### src/design/trig_pkg.sv
// Package: constants and carrier types for the trigger qualification unit
package trig_pkg;

	// ==========================================================
	// Widths and depths
	localparam int unsigned FILT_W      = 16;
	localparam int unsigned DELAY_W     = 24;
	localparam int unsigned QDEPTH      = 8;
	localparam int unsigned QPTR_W      = 3;
	localparam int unsigned QCNT_W      = 4;
	localparam int unsigned BURST_W     = 8;

	// ==========================================================
	// Reset values and burst count minimum
	localparam logic [FILT_W-1:0]  FILT_RST    = 16'h0000;
	localparam logic [DELAY_W-1:0] DELAY_RST   = 24'h000000;
	localparam logic [BURST_W-1:0] BURST_RST   = 8'h01;
	localparam logic [BURST_W-1:0] BURST_MIN   = 8'h01;

	// ==========================================================
	// Frame information tag
	localparam logic [7:0]  CHUNK_ID    = 8'h04;
	localparam logic [7:0]  CHUNK_LEN   = 8'h04;

	// Origin codes, also the tag value
	typedef enum logic [1:0] {
		ORG_SOFTWARE = 2'h0,
		ORG_ISOLATED = 2'h1,
		ORG_BIDIR    = 2'h2,
		ORG_COMBINED = 2'h3
	} origin_e;

	// Bit positions in the allow mask
	localparam int unsigned ALLOW_SW    = 0;
	localparam int unsigned ALLOW_ISO   = 1;
	localparam int unsigned ALLOW_BIDIR = 2;

	// ==========================================================
	// Per-kind trigger configuration
	typedef struct packed {
		logic                 select_on;
		origin_e              origin;
		logic [2:0]           allow;
		logic                 rising;
		logic                 queue_on;
		logic [DELAY_W-1:0]   postpone;
	} trig_cfg_s;

	// Hardware line conditioning
	typedef struct packed {
		logic                 invert;
		logic                 filter_on;
		logic [FILT_W-1:0]    rise_cycles;
		logic [FILT_W-1:0]    fall_cycles;
	} line_cfg_s;

	// Frame tag handed to the frame builder
	typedef struct packed {
		logic [7:0]  chunk_id;
		logic [7:0]  chunk_len;
		logic [31:0] value;
	} frame_tag_s;

endpackage : trig_pkg

### src/design/glitch_filter.sv
// Glitch filter and polarity stage for one hardware trigger line
module glitch_filter
	import trig_pkg::*;
(
	input  wire logic      clk,
	input  wire logic      resetn,
	input  wire logic      line_in,
	input  wire line_cfg_s cfg,
	output logic           level,
	output logic           rise,
	output logic           fall
);

	// ==========================================================
	// Polarity and stability counting
	logic              lvl_q;
	logic              lvl_d;
	logic [FILT_W-1:0] cnt_q;
	logic [FILT_W-1:0] cnt_d;

	wire               raw      = line_in ^ cfg.invert;
	wire               differs  = raw != lvl_q;
	wire [FILT_W-1:0]  need     = raw ? cfg.rise_cycles
	                                  : cfg.fall_cycles;
	// Filtering costs latency of the programmed count per edge
	wire               stable   = !cfg.filter_on || cnt_q >= need;

	assign lvl_d = (differs && stable) ? raw : lvl_q;
	assign cnt_d = !differs ? '0
	             : (stable ? '0 : cnt_q + 1'b1);

	always_ff @(posedge clk or negedge resetn) begin
		if (!resetn) begin
			lvl_q <= 1'b0;
			cnt_q <= '0;
		end else begin
			lvl_q <= lvl_d;
			cnt_q <= cnt_d;
		end
	end

	assign level = lvl_q;
	assign rise  = differs && stable && raw;
	assign fall  = differs && stable && !raw;

endmodule : glitch_filter

### src/design/trigger_source_control.sv
// Trigger qualification, queuing and dispatch for capture sequencing
// How it works
// With triggering off, frames start continuously whenever the sensor is ready.
// Software origin: each software command starts one frame.
// Triggers arriving while the sensor is busy are ignored.
// Programmable postpone between accepted trigger and frame start, default zero.
// Host must set the bidirectional line to input before selecting it.
// Each hardware line may be inverted; default not inverted.
// Optional glitch filter per edge on hardware lines, off by default.
// Filtering adds latency between input edge and qualified trigger.
// Edge choice picks rising or falling edge as the trigger event.
// Combined origin accepts every allowed origin at once.
// Combined with one allowed origin equals selecting it directly.
// Bidirectional line cannot be allowed while it is an output.
// Per-frame and burst triggers each have their own configuration.
// Combined mode tags frames with chunk 4, length 4, origin code.
// Queuing only while capturing in trigger mode; halt clears queues.
// Queue holds up to frame memory depth triggers from the origin.
// Queuing works for any origin including combined mode.
// Per-frame and burst queues are kept separate.
// Burst trigger captures a programmed count of frames, 1 to 255.
// Triggers beyond queue depth are discarded with an overflow event.
// Queued triggers release one at a time on a valid trigger wait.
// Filter needs a stable level for a programmed count per edge.
module trigger_source_control
	import trig_pkg::*;
(
	input  wire logic               clk,
	input  wire logic               resetn,
	input  wire logic               capture_go,
	input  wire logic               capture_halt,
	input  wire logic               sensor_ready,
	input  wire logic               isolated_input_line,
	input  wire logic               bidirectional_line,
	input  wire logic               bidir_is_output,
	input  wire line_cfg_s          line_cfg,
	input  wire trig_cfg_s          frame_cfg,
	input  wire trig_cfg_s          burst_cfg,
	input  wire logic [BURST_W-1:0] burst_frames,
	input  wire logic               sw_frame_cmd,
	input  wire logic               sw_burst_cmd,
	output logic                    capturing,
	output logic                    trigger_wait,
	output logic                    frame_start,
	output frame_tag_s              frame_tag,
	output logic                    frame_tag_valid,
	output logic                    overflow_drop_event,
	output logic [QCNT_W-1:0]       frame_queue_level,
	output logic [QCNT_W-1:0]       burst_queue_level
);

	// ==========================================================
	// Line conditioning
	logic iso_rise, iso_fall;
	logic bid_rise, bid_fall;

	glitch_filter u_iso (
		.clk     (clk),
		.resetn  (resetn),
		.line_in (isolated_input_line),
		.cfg     (line_cfg),
		.level   (),
		.rise    (iso_rise),
		.fall    (iso_fall)
	);

	glitch_filter u_bid (
		.clk     (clk),
		.resetn  (resetn),
		.line_in (bidirectional_line),
		.cfg     (line_cfg),
		.level   (),
		.rise    (bid_rise),
		.fall    (bid_fall)
	);

	// ==========================================================
	// Capture session
	logic cap_q;

	always_ff @(posedge clk or negedge resetn) begin
		if (!resetn)
			cap_q <= 1'b0;
		else if (capture_halt)
			cap_q <= 1'b0;
		else if (capture_go)
			cap_q <= 1'b1;
	end

	assign capturing = cap_q;

	// ==========================================================
	// Origin selection per kind, kept in a generate so both kinds match
	logic [1:0]         hit;      // index 0 per-frame, 1 burst
	origin_e            hit_org  [2];
	logic               start_ok [2];
	logic               q_full   [2];
	logic               q_has    [2];
	origin_e            q_head   [2];
	logic [QCNT_W-1:0]  q_cnt    [2];
	logic               pend     [2];
	origin_e            pend_org [2];
	logic [1:0]         drop;
	trig_cfg_s          kcfg     [2];
	logic               ksw      [2];

	assign kcfg[0] = frame_cfg;
	assign kcfg[1] = burst_cfg;
	assign ksw[0]  = sw_frame_cmd;
	assign ksw[1]  = sw_burst_cmd;

	for (genvar k = 0; k < 2; k++) begin : g_kind
		wire trig_cfg_s c = kcfg[k];
		wire iso_ev = c.rising ? iso_rise : iso_fall;
		wire bid_ev = (c.rising ? bid_rise : bid_fall)
		              && !bidir_is_output;
		wire cmb    = c.origin == ORG_COMBINED;
		// Combined origin with one allow bit collapses to the direct path
		wire use_sw  = cmb ? c.allow[ALLOW_SW]
		                   : c.origin == ORG_SOFTWARE;
		wire use_iso = cmb ? c.allow[ALLOW_ISO]
		                   : c.origin == ORG_ISOLATED;
		wire use_bid = cmb ? c.allow[ALLOW_BIDIR]
		                   : c.origin == ORG_BIDIR;
		wire sw_hit  = use_sw  && ksw[k];
		wire iso_hit = use_iso && iso_ev;
		wire bid_hit = use_bid && bid_ev;
		// Simultaneous origins fold into one trigger; lowest code tags it
		assign hit[k] = cap_q && c.select_on
		              && (sw_hit || iso_hit || bid_hit);
		assign hit_org[k] = sw_hit  ? ORG_SOFTWARE
		                  : iso_hit ? ORG_ISOLATED : ORG_BIDIR;

		// ------------------------------------------------------
		// Pending queue of origin codes
		origin_e            mem_q [QDEPTH];
		logic [QPTR_W-1:0]  wr_q, rd_q;
		logic [QCNT_W-1:0]  cnt_q;
		wire   q_on   = c.queue_on && c.select_on && cap_q;
		// Only a trigger the dispatcher takes now bypasses the queue;
		// any other is queued or dropped, never lost without an event
		wire   direct = hit[k] && !pend[k] && cnt_q == '0;
		wire   push   = hit[k] && q_on && !direct
		              && !q_full[k];
		wire   pop    = !pend[k] && cnt_q != '0;
		assign drop[k] = hit[k] && !direct
		               && (!q_on || q_full[k]);
		assign q_full[k] = cnt_q == QCNT_W'(QDEPTH);
		assign q_has[k]  = cnt_q != '0;
		assign q_head[k] = mem_q[rd_q];
		assign q_cnt[k]  = cnt_q;

		always_ff @(posedge clk or negedge resetn) begin
			if (!resetn) begin
				wr_q  <= '0;
				rd_q  <= '0;
				cnt_q <= '0;
			end else if (capture_halt || !q_on) begin
				wr_q  <= '0;
				rd_q  <= '0;
				cnt_q <= '0;
			end else begin
				wr_q  <= wr_q + QPTR_W'(push);
				rd_q  <= rd_q + QPTR_W'(pop);
				cnt_q <= cnt_q + QCNT_W'(push) - QCNT_W'(pop);
			end
		end

		always_ff @(posedge clk) begin
			if (push)
				mem_q[wr_q] <= hit_org[k];
		end
	end

	assign frame_queue_level = q_cnt[0];
	assign burst_queue_level = q_cnt[1];

	// ==========================================================
	// Dispatch: burst arms a frame count, per-frame starts frames
	typedef enum logic [1:0] {IDLE, POSTPONE, RUN} disp_e;
	disp_e              st_q, st_d;
	logic [DELAY_W-1:0] dly_q, dly_d;
	logic [BURST_W-1:0] left_q, left_d;
	origin_e            org_q, org_d;
	logic               fs_q, fs_d;
	logic               tv_q;
	logic               ovf_q;

	wire trig_mode = frame_cfg.select_on || burst_cfg.select_on;
	// Sensor ready lags our own frame start by a cycle; fs_q covers it
	wire idle_ok   = cap_q && sensor_ready && st_q == IDLE && !fs_q;
	wire ready     = idle_ok && left_q == '0;
	// Per-frame trigger needs burst arming when both kinds are on; unarmed ones queue or drop
	wire fr_gate   = !burst_cfg.select_on || left_q != '0;
	wire burst_sel = burst_cfg.select_on && !frame_cfg.select_on;
	// Both kinds on: a burst trigger arms only when no count is left
	wire arm_ok    = burst_cfg.select_on && frame_cfg.select_on
	               && cap_q && st_q == IDLE && left_q == '0;
	// Tag every frame start while any kind that is on uses the combined origin
	wire tag_cmb   = (frame_cfg.select_on
	                  && frame_cfg.origin == ORG_COMBINED)
	               || (burst_cfg.select_on
	                  && burst_cfg.origin == ORG_COMBINED);

	// Source of the next accepted trigger, queue head first
	assign start_ok[0] = frame_cfg.select_on && fr_gate
	                   && idle_ok;
	assign start_ok[1] = burst_sel && ready;
	// A kind is pending while its trigger cannot be taken this cycle
	assign pend[0]     = !start_ok[0];
	assign pend[1]     = !(start_ok[1] || arm_ok);
	assign pend_org[0] = q_has[0] ? q_head[0] : hit_org[0];
	assign pend_org[1] = q_has[1] ? q_head[1] : hit_org[1];

	wire fr_take = start_ok[0] && (q_has[0] || hit[0]);
	wire bu_take = start_ok[1] && (q_has[1] || hit[1]);
	// Burst only arms a counter when per-frame triggers drive frames
	wire bu_arm  = arm_ok && (q_has[1] || hit[1]);
	wire cont_go = idle_ok && !trig_mode;
	wire [BURST_W-1:0] burst_n = burst_frames < BURST_MIN
	                           ? BURST_MIN : burst_frames;

	assign trigger_wait = idle_ok && trig_mode;

	always_comb begin
		st_d   = st_q;
		dly_d  = dly_q;
		left_d = left_q;
		org_d  = org_q;
		fs_d   = 1'b0;
		unique case (st_q)
			IDLE: begin
				if (cont_go) begin
					fs_d  = 1'b1;
					org_d = ORG_SOFTWARE;
				end else if (fr_take || bu_take) begin
					org_d  = fr_take ? pend_org[0] : pend_org[1];
					dly_d  = fr_take ? frame_cfg.postpone
					                 : burst_cfg.postpone;
					if (bu_take)
						left_d = burst_n - 1'b1;
					else if (left_q != '0)
						left_d = left_q - 1'b1;
					if ((fr_take ? frame_cfg.postpone
					             : burst_cfg.postpone) == '0) begin
						fs_d = 1'b1;
						st_d = (bu_take && burst_n != BURST_MIN)
						     ? RUN : IDLE;
					end else begin
						st_d = POSTPONE;
					end
				end else if (bu_arm) begin
					left_d = burst_n;
					org_d  = pend_org[1];
				end
			end
			POSTPONE: begin
				dly_d = dly_q - 1'b1;
				if (dly_q == DELAY_W'(1)) begin
					fs_d = 1'b1;
					st_d = (left_q != '0 && burst_sel) ? RUN : IDLE;
				end
			end
			RUN: begin
				// Burst frames follow back to back as the sensor allows
				if (sensor_ready && !fs_q && left_q != '0) begin
					fs_d   = 1'b1;
					left_d = left_q - 1'b1;
					if (left_q == BURST_MIN)
						st_d = IDLE;
				end
			end
			default: st_d = IDLE;
		endcase
		if (capture_halt || !cap_q) begin
			st_d   = IDLE;
			left_d = '0;
			fs_d   = 1'b0;
		end
	end

	always_ff @(posedge clk or negedge resetn) begin
		if (!resetn) begin
			st_q   <= IDLE;
			dly_q  <= DELAY_RST;
			left_q <= '0;
			org_q  <= ORG_SOFTWARE;
			fs_q   <= 1'b0;
			tv_q   <= 1'b0;
			ovf_q  <= 1'b0;
		end else begin
			st_q   <= st_d;
			dly_q  <= dly_d;
			left_q <= left_d;
			org_q  <= org_d;
			fs_q   <= fs_d;
			tv_q   <= fs_d && tag_cmb;
			ovf_q  <= |drop;
		end
	end

	// ==========================================================
	// Outputs
	assign frame_start         = fs_q;
	assign frame_tag_valid     = tv_q;
	assign overflow_drop_event = ovf_q;
	assign frame_tag.chunk_id  = CHUNK_ID;
	assign frame_tag.chunk_len = CHUNK_LEN;
	assign frame_tag.value     = {30'h0, org_q};

endmodule : trigger_source_control

### config.mk
export PLATFORM = sky130hd
export DESIGN_NAME = trigger_source_control
export DESIGN_NICKNAME = d
export VERILOG_FILES = /design/src/design/trig_pkg.sv /design/src/design/glitch_filter.sv /design/src/design/trigger_source_control.sv
export SDC_FILE = /design/constraint.sdc
export NUM_CORES = 1
export LEC_CHECK = 0
export ABC_CLOCK_PERIOD_IN_PS = 3900
export BUFFER_PORTS_ARGS = -buffer_cell sky130_fd_sc_hd__buf_2
export CAP_MARGIN = 40
export CORE_MARGIN = 8
export CORE_UTILIZATION = 58
export CTS_BUF_LIST = sky130_fd_sc_hd__clkbuf_8
export CTS_CLUSTER_SIZE = 20
export DETAILED_ROUTE_END_ITERATION = 10
export GPL_ROUTABILITY_DRIVEN = 0
export PLACE_DENSITY = 0.94
export SYNTH_ARGS = -nofsm -noshare
export SYNTH_HDL_FRONTEND = slang
export SYNTH_SLANG_ARGS = --single-unit
### constraint.sdc
create_clock -name clk -period 3.9 [get_ports clk]
set_input_delay 0.195 -clock clk [delete_from_list [all_inputs] [get_ports clk]]
set_output_delay 0.195 -clock clk [all_outputs]
set_load 0.005 [all_outputs]
* Yosys cells after proc, flatten, opt, wreduce, memory -nomap -nowiden
Memories as Yosys holds them, arrays and structs flattened. Cells that the tools add are included.
Word-level totals: memories kept 2, register bits after elaboration 94, memory bits (writable) 32, output and inout bits 61, input port bits 116, word-level logic and storage cells 244
Operators by class: muxes and demuxes 68, bitwise operators 2, magnitude comparators 3, equality and inequality tests 24, add/subtract/negate cells 13, reduce and logical (&&, ||, !) cells 114
Memories:
- g_kind[0].mem_q | words 8, width 2, read ports 1, clocked after memory_dff 0, wr ports 1, line trigger_source_control.sv:136 | origin_e mem_q [QDEPTH];
- g_kind[1].mem_q | words 8, width 2, read ports 1, clocked after memory_dff 0, wr ports 1, line trigger_source_control.sv:136
Operator list (number):
- 2-to-1 mux 16 bit | 6
- 2-to-1 mux 24 bit | 3
- 2-to-1 mux 8 bit | 8
- logical AND 1 bit | 62
- case mux 24 bit (2 select lines) | 1
- 2-to-1 mux 2 bit | 19
- adder 16 x 1 -> 16 bit (second input constant) | 2
- >= comparator 16 bit | 2
- == test 24 x 1 -> 1 bit (second input constant) | 1
- zero test 24 bit | 1
- subtractor 24 x 1 -> 24 bit (second input constant) | 1
- 2-to-1 mux 1 bit | 22
- logical OR 1 bit | 18
- case mux 8 bit (2 select lines) | 1
- subtractor 8 x 1 -> 8 bit (second input constant) | 2
- zero test 1 bit | 15
- adder 3 x 1 -> 3 bit | 4
- 2-to-1 mux 3 bit | 4
- == test 2 bit (second input constant) | 5
- AND reduction 5 bit | 2
- inequality test 3 bit (second input constant) | 3
- adder 4 x 1 -> 4 bit | 2
- == test 4 bit (second input constant) | 2
- == test 8 x 1 -> 1 bit (second input constant) | 1
- other kinds (25) | 37

* Longest topological paths before layout
depth in word-level cells 21, mapped depth 20, gate-level depth less buffers 18

* Modules after synthesis
From an unflattened synthesis, not the netlist that was laid out.
Unflattened totals: cell total of the unflattened synthesis 973, area, all modules 9171.3 µm²
Modules (own cells, without submodules):
- trigger_source_control | area an instance 6483.7 µm², times used 1, seq. area each 2462.4 µm², cells each 691
- glitch_filter | area an instance 1343.8 µm², times used 2, seq. area each 425.4 µm², cells each 141

* Worst setup path after synthesis
No wires, ideal clock.
kind input to register, start point in isolated_input_line, end point reg g_kind[1].cnt_q[2], in the netlist burst_queue_level[2], setup time 0.119 ns, arrival 4.322 ns, buffers on the path 2, stages 19, data required time 3.781 ns, path slack -0.541 ns, cell sequence xor2_2 buf_1 clkbuf_1 mux2i_1 ha_1 nand2_1 nor3_1 a32oi_1 a2bb2oi_2 a21oi_1 nand3b_1 a211oi_1 inv_1 ha_1 inv_1 ha_1 fa_1 xnor2_1 nor2_1
On the way: cells in the longest elaborated chain, start to end 19, elaborated cells between the ends (all ways) 23, classes of those cells add/sub (2); order compare (1); eq/ne (1); mux (3); bitwise (1); reduce/logical (15)
RTL lines:
- from (decl) | line trigger_source_control.sv:33 | input wire logic isolated_input_line,
- XOR 1 bit * | line glitch_filter.sv:21 | wire raw = line_in ^ cfg.invert;
- 2-to-1 mux 16 bit | line glitch_filter.sv:23 | wire [FILT_W-1:0] need = raw ? cfg.rise_cycles
- >= comparator 16 bit | line glitch_filter.sv:26 | wire stable = !cfg.filter_on || cnt_q >= need;
- logical OR 1 bit | line glitch_filter.sv:26
- logical AND 1 bit | line glitch_filter.sv:43, glitch_filter.sv:44
- logical AND 1 bit (on tied branches) | line glitch_filter.sv:44, glitch_filter.sv:43
- 2-to-1 mux 1 bit * | line trigger_source_control.sv:114 | wire iso_ev = c.rising ? iso_rise : iso_fall;
- logical AND 1 bit * | line trigger_source_control.sv:126 | wire iso_hit = use_iso && iso_ev;
- logical OR 1 bit * (2 in series) | line trigger_source_control.sv:130 | && (sw_hit || iso_hit || bid_hit);
- logical AND 1 bit * | line trigger_source_control.sv:130
- logical AND 1 bit (2 in series) | line trigger_source_control.sv:142 | wire direct = hit[k] && !pend[k] && cnt_q == '0;
- zero test 1 bit | line trigger_source_control.sv:143 | wire push = hit[k] && q_on && !direct
- logical AND 1 bit * | line trigger_source_control.sv:143
- logical AND 1 bit * | line trigger_source_control.sv:144 | && !q_full[k];
- adder 4 x 1 -> 4 bit * | line trigger_source_control.sv:165 | cnt_q <= cnt_q + QCNT_W'(push) - QCNT_W'(pop);
- subtractor 4 x 1 -> 4 bit * | line trigger_source_control.sv:165
- 2-to-1 mux 4 bit * | line trigger_source_control.sv:158 | end else if (capture_halt || !q_on) begin
- to (signal assigned) | line trigger_source_control.sv:165
- to (decl) | line trigger_source_control.sv:138 | logic [QCNT_W-1:0] cnt_q;
Mark *: on every way between the ends. The rest lies on a longest branch, timed or not. A chain may end at the register's enable or synchronous reset.

* Final worst setup path
start point in line_cfg[33] (netlist bit), end point reg g_kind[0].cnt_q[1], in the netlist frame_queue_level[1]
On the way: cells in the longest elaborated chain, start to end 19, elaborated cells between the ends (all ways) 35, classes of those cells add/sub (2); order compare (2); eq/ne (2); mux (5); bitwise (2); reduce/logical (22)
RTL lines:
- from (decl) | line trigger_source_control.sv:36 | input wire line_cfg_s line_cfg,
- XOR 1 bit | line glitch_filter.sv:21
- 2-to-1 mux 16 bit | line glitch_filter.sv:23
- >= comparator 16 bit | line glitch_filter.sv:26
- logical OR 1 bit | line glitch_filter.sv:26
- logical AND 1 bit | line glitch_filter.sv:43, glitch_filter.sv:44
- logical AND 1 bit (on tied branches) | line glitch_filter.sv:44, glitch_filter.sv:43
- 2-to-1 mux 1 bit (on tied branches) | line trigger_source_control.sv:114, trigger_source_control.sv:115
- logical AND 1 bit (on tied branches) | line trigger_source_control.sv:126, trigger_source_control.sv:116
- (+2 left out)
- logical AND 1 bit * | line trigger_source_control.sv:130
- logical AND 1 bit (2 in series) | line trigger_source_control.sv:142
- zero test 1 bit | line trigger_source_control.sv:143
- logical AND 1 bit * | line trigger_source_control.sv:143
- logical AND 1 bit * | line trigger_source_control.sv:144
- adder 4 x 1 -> 4 bit * | line trigger_source_control.sv:165
- subtractor 4 x 1 -> 4 bit * | line trigger_source_control.sv:165
- 2-to-1 mux 4 bit * | line trigger_source_control.sv:158
- to (signal assigned) | line trigger_source_control.sv:165
- to (decl) | line trigger_source_control.sv:138
Marks and branches as above.

==> impl_results.md <==
- CP endpoint kind: flip-flop
- Htree depth: 4
- Drt wl/cell: ~19 um
- Critical Path AT: between 3 and 4 ns
- Actual slew at the worst max-slew pin: 0.761 ns
- Vias per cell: 6.20
- CORE AREA: 0.0152 mm^2
- Synthesized area: between 0.008 and 0.009 mm^2
- Post-CTS Setup Inserts: 0
- Post-DP Area: a little under 0.01 mm^2
- Synth cell types: a little over 80
- Hold WS: 0.0518 ns
- Final Cycle Share: 90.3%
- Root buffer cell: clkbuf_8
- Final setup fails: 0
- Synth top cells by count: 110 x nor2_1, 94 x dfrtp_1, 67 x nand2_1
- Post-CTS resize count: 0
- Layout Utilization: 67.0%
- Slew margin rel.: roughly half
- Fin cells: roughly 1300
- Power density of the placed cells: 329 mW/mm^2
- Largest net degree at the start of global routing: 59
- Area grow syn2layout: 13.3%
- CTS max path bufs: 2
- Top Ports: 177
- Setup TNS: 0 ns
- RSZ-0062 raised after global routing: false
- Initial core utilization: between 50% and 60%
- Top-count cell post-synth: nor2_1
- Overflow left after global routing: 0
- Worst r2r src: u_bid.cnt_q[14]
- Via count: between 8000 and 9000
- Final #Nets: 1290
- Placed cell count: 1279
- Final antenna-violating net count: 0
- Clk Latency, worst-skew pair: 0.44 ns
- Prevailing post-synth register cell: dfrtp_1
- Maximum VDD drop: around 210 uV
- Vias in the first global route: between 8000 and 9000
- Hold Crit Depth: 2
- Power Total: between 3 and 4 mW
- CTS Buf Count: 17
- Outcome: finished, final reports clean
- Area contributors post-synth: dfrtp_1 26%, edfxtp_1 11%, ha_1 8.4%, nor2_1 4.6%, mux2i_1 4.5%
- Critical path class: in2reg
- Die Y-Extent: 141 um
- Leakage: 4.55 nW
- Final hold vios: 0
- Area leader, netlist: dfrtp_1
- R2r worst-path depth: 15
- Synth top area share: 26.2%
- Peak Freq: 0.284 GHz
- CP Max Fanout: 14
- Mean Syn Cell Area: slightly above 9 um^2
- Port bufs: between 100 and 150
- DRC errors left: 0
- Drt initial violations: 763
- Design area: 0.0102 mm^2
- Initial antenna violation count: 3
- R2R setup slack: 0.38 ns
- First-pass GRT wire length: 40100 um
- Worst Setup Start Kind: input port
- Die Wd: 141 um
- Worst Path Required: 4.23 ns
- CTS tree: done
- Ys async rst share: between 70% and 80%
- Hold buffer count at cts: 2
- Number of flops mapped to enable cells by yosys: 32
- Hold Crit Start: capture_halt
- Yosys warnings: 0
- Layout cell share with drive strength beyond 1: around a fifth
- Hold/Removal Path Class: in2reg
- Hold Path End: capturing
- Post-Route WL: 24500 um
- Clock Pin Slew Worst Setup and Hold Paths: 0.07 ns
- FF-to-FF End: burst_queue_level[2]
- Register area share after synthesis: 36.9%
- Final worst slack: between 0.3 and 0.4 ns
- Max Slew Vio Count: 0
- Detailed placement HPWL: 19100 um
- Synth Register Bits: 126
- Skew final: just under 0.01 ns
- Setup slack at placement: -0.0293 ns
- Tmin final: 3.52 ns
- TritonRoute pass-1 iters: 6
- GRT Overall Usage: 24.9%
- Post-Synthesis Cells: 968
- Die area: between 0.015 and 0.02 mm^2
- Num rows: 45
- MaxCap Viol Count: 0
- Clock sinks: between 100 and 150
[routing by layer]
layer / global-route usage, % / up-vias / share of wire [%]
met5: 0 / - / 0.14
met4: 11.6 / 4 / 3.6
met3: 6.73 / 85 / 9.4
met2: 42.1 / 437 / 49
met1: 29.1 / 3888 / 38
li1: - / 3733 / -
[cell families after synthesis]
logic type	Yosys count	synth area share, %
AOI/OAI and AO/OA	198	14.8
xor gates and xnor gates	42	4.18
adders and majority gates	62	8.80
buffers and inverters	114	6.83
DFF	126	36.9
muxes	66	8.71
other	2	0.0835
and+or+nand+nor	358	19.7
[worst max-delay path, stage by stage]
cell and delay (ns):
buf_2 0.13, xor2_2 0.20, buf_4 0.28, mux2i_1 0.24
ha_1 0.25, o21ai_0 0.16, o21ai_0 0.13, a32oi_1 0.41
o2bb2ai_1 0.39, o21a_1 0.23, nor3_1 0.05, nand2_1 0.12
ha_1 0.24, inv_1 0.06, ha_1 0.18, fa_1 0.41
and2_1 0.16
[power breakdown]
group	switching, mW	internal, mW
registers	0.160	1.49
logic	0.391	0.299
clock network	0.528	0.485
[area by class of cell]
class                      instances  area, um^2
antenna                            1        2.50
clock buffer                      17         234
clock inverter                    15         106
fill                            1124        5020
inverter                          37         139
multi-input combinational        772        5250
sequential                       126        3310
tap                              188         235
timing repair buffer             158         906
[state kept, by name, summed over array words and instances, names as in the netlist, 2 cells and up]
register / flops
g_kind.mem_q: 32
burst_queue_level: 4
dly_q: 24
g_kind.wr_q: 6
u_iso.cnt_q: 16
org_q: 2
u_bid.cnt_q: 16
st_q: 2
g_kind.rd_q: 6
left_q: 8
frame_queue_level: 4
[worst max-delay path by stage]
stage,startpoint,end,slack (ns),cells after the start
after floorplan,line_cfg[33],burst_queue_level[2],0.05,19
after CTS,u_bid.cnt_q[11],burst_queue_level[2],0.41,15
after global routing,line_cfg[33],frame_queue_level[1],0.12,17
after global placement,line_cfg[33],frame_queue_level[1],0.12,17
after detailed placement,line_cfg[33],frame_queue_level[1],-0.03,17
final,line_cfg[33],frame_queue_level[1],0.38,17
[placed cells by master, fill, tap and decap left out, types with 13 or more instances in the layout]
cell type,instances
nand3_1,31
buf_2,129
a21oi_1,49
mux2i_1,40
buf_4,24
nor3_1,25
xnor2_1,27
mux2_2,16
and2_1,16
edfxtp_1,32
nor2_1,110
o21ai_0,44
nor2b_1,14
xor2_1,13
conb_1,46
nor4_1,21
inv_1,38
nand2b_1,13
clkbuf_8,17
dfrtp_1,94
nand2_1,67
ha_1,60
Note: power is estimated with default switching activity, not from simulation.
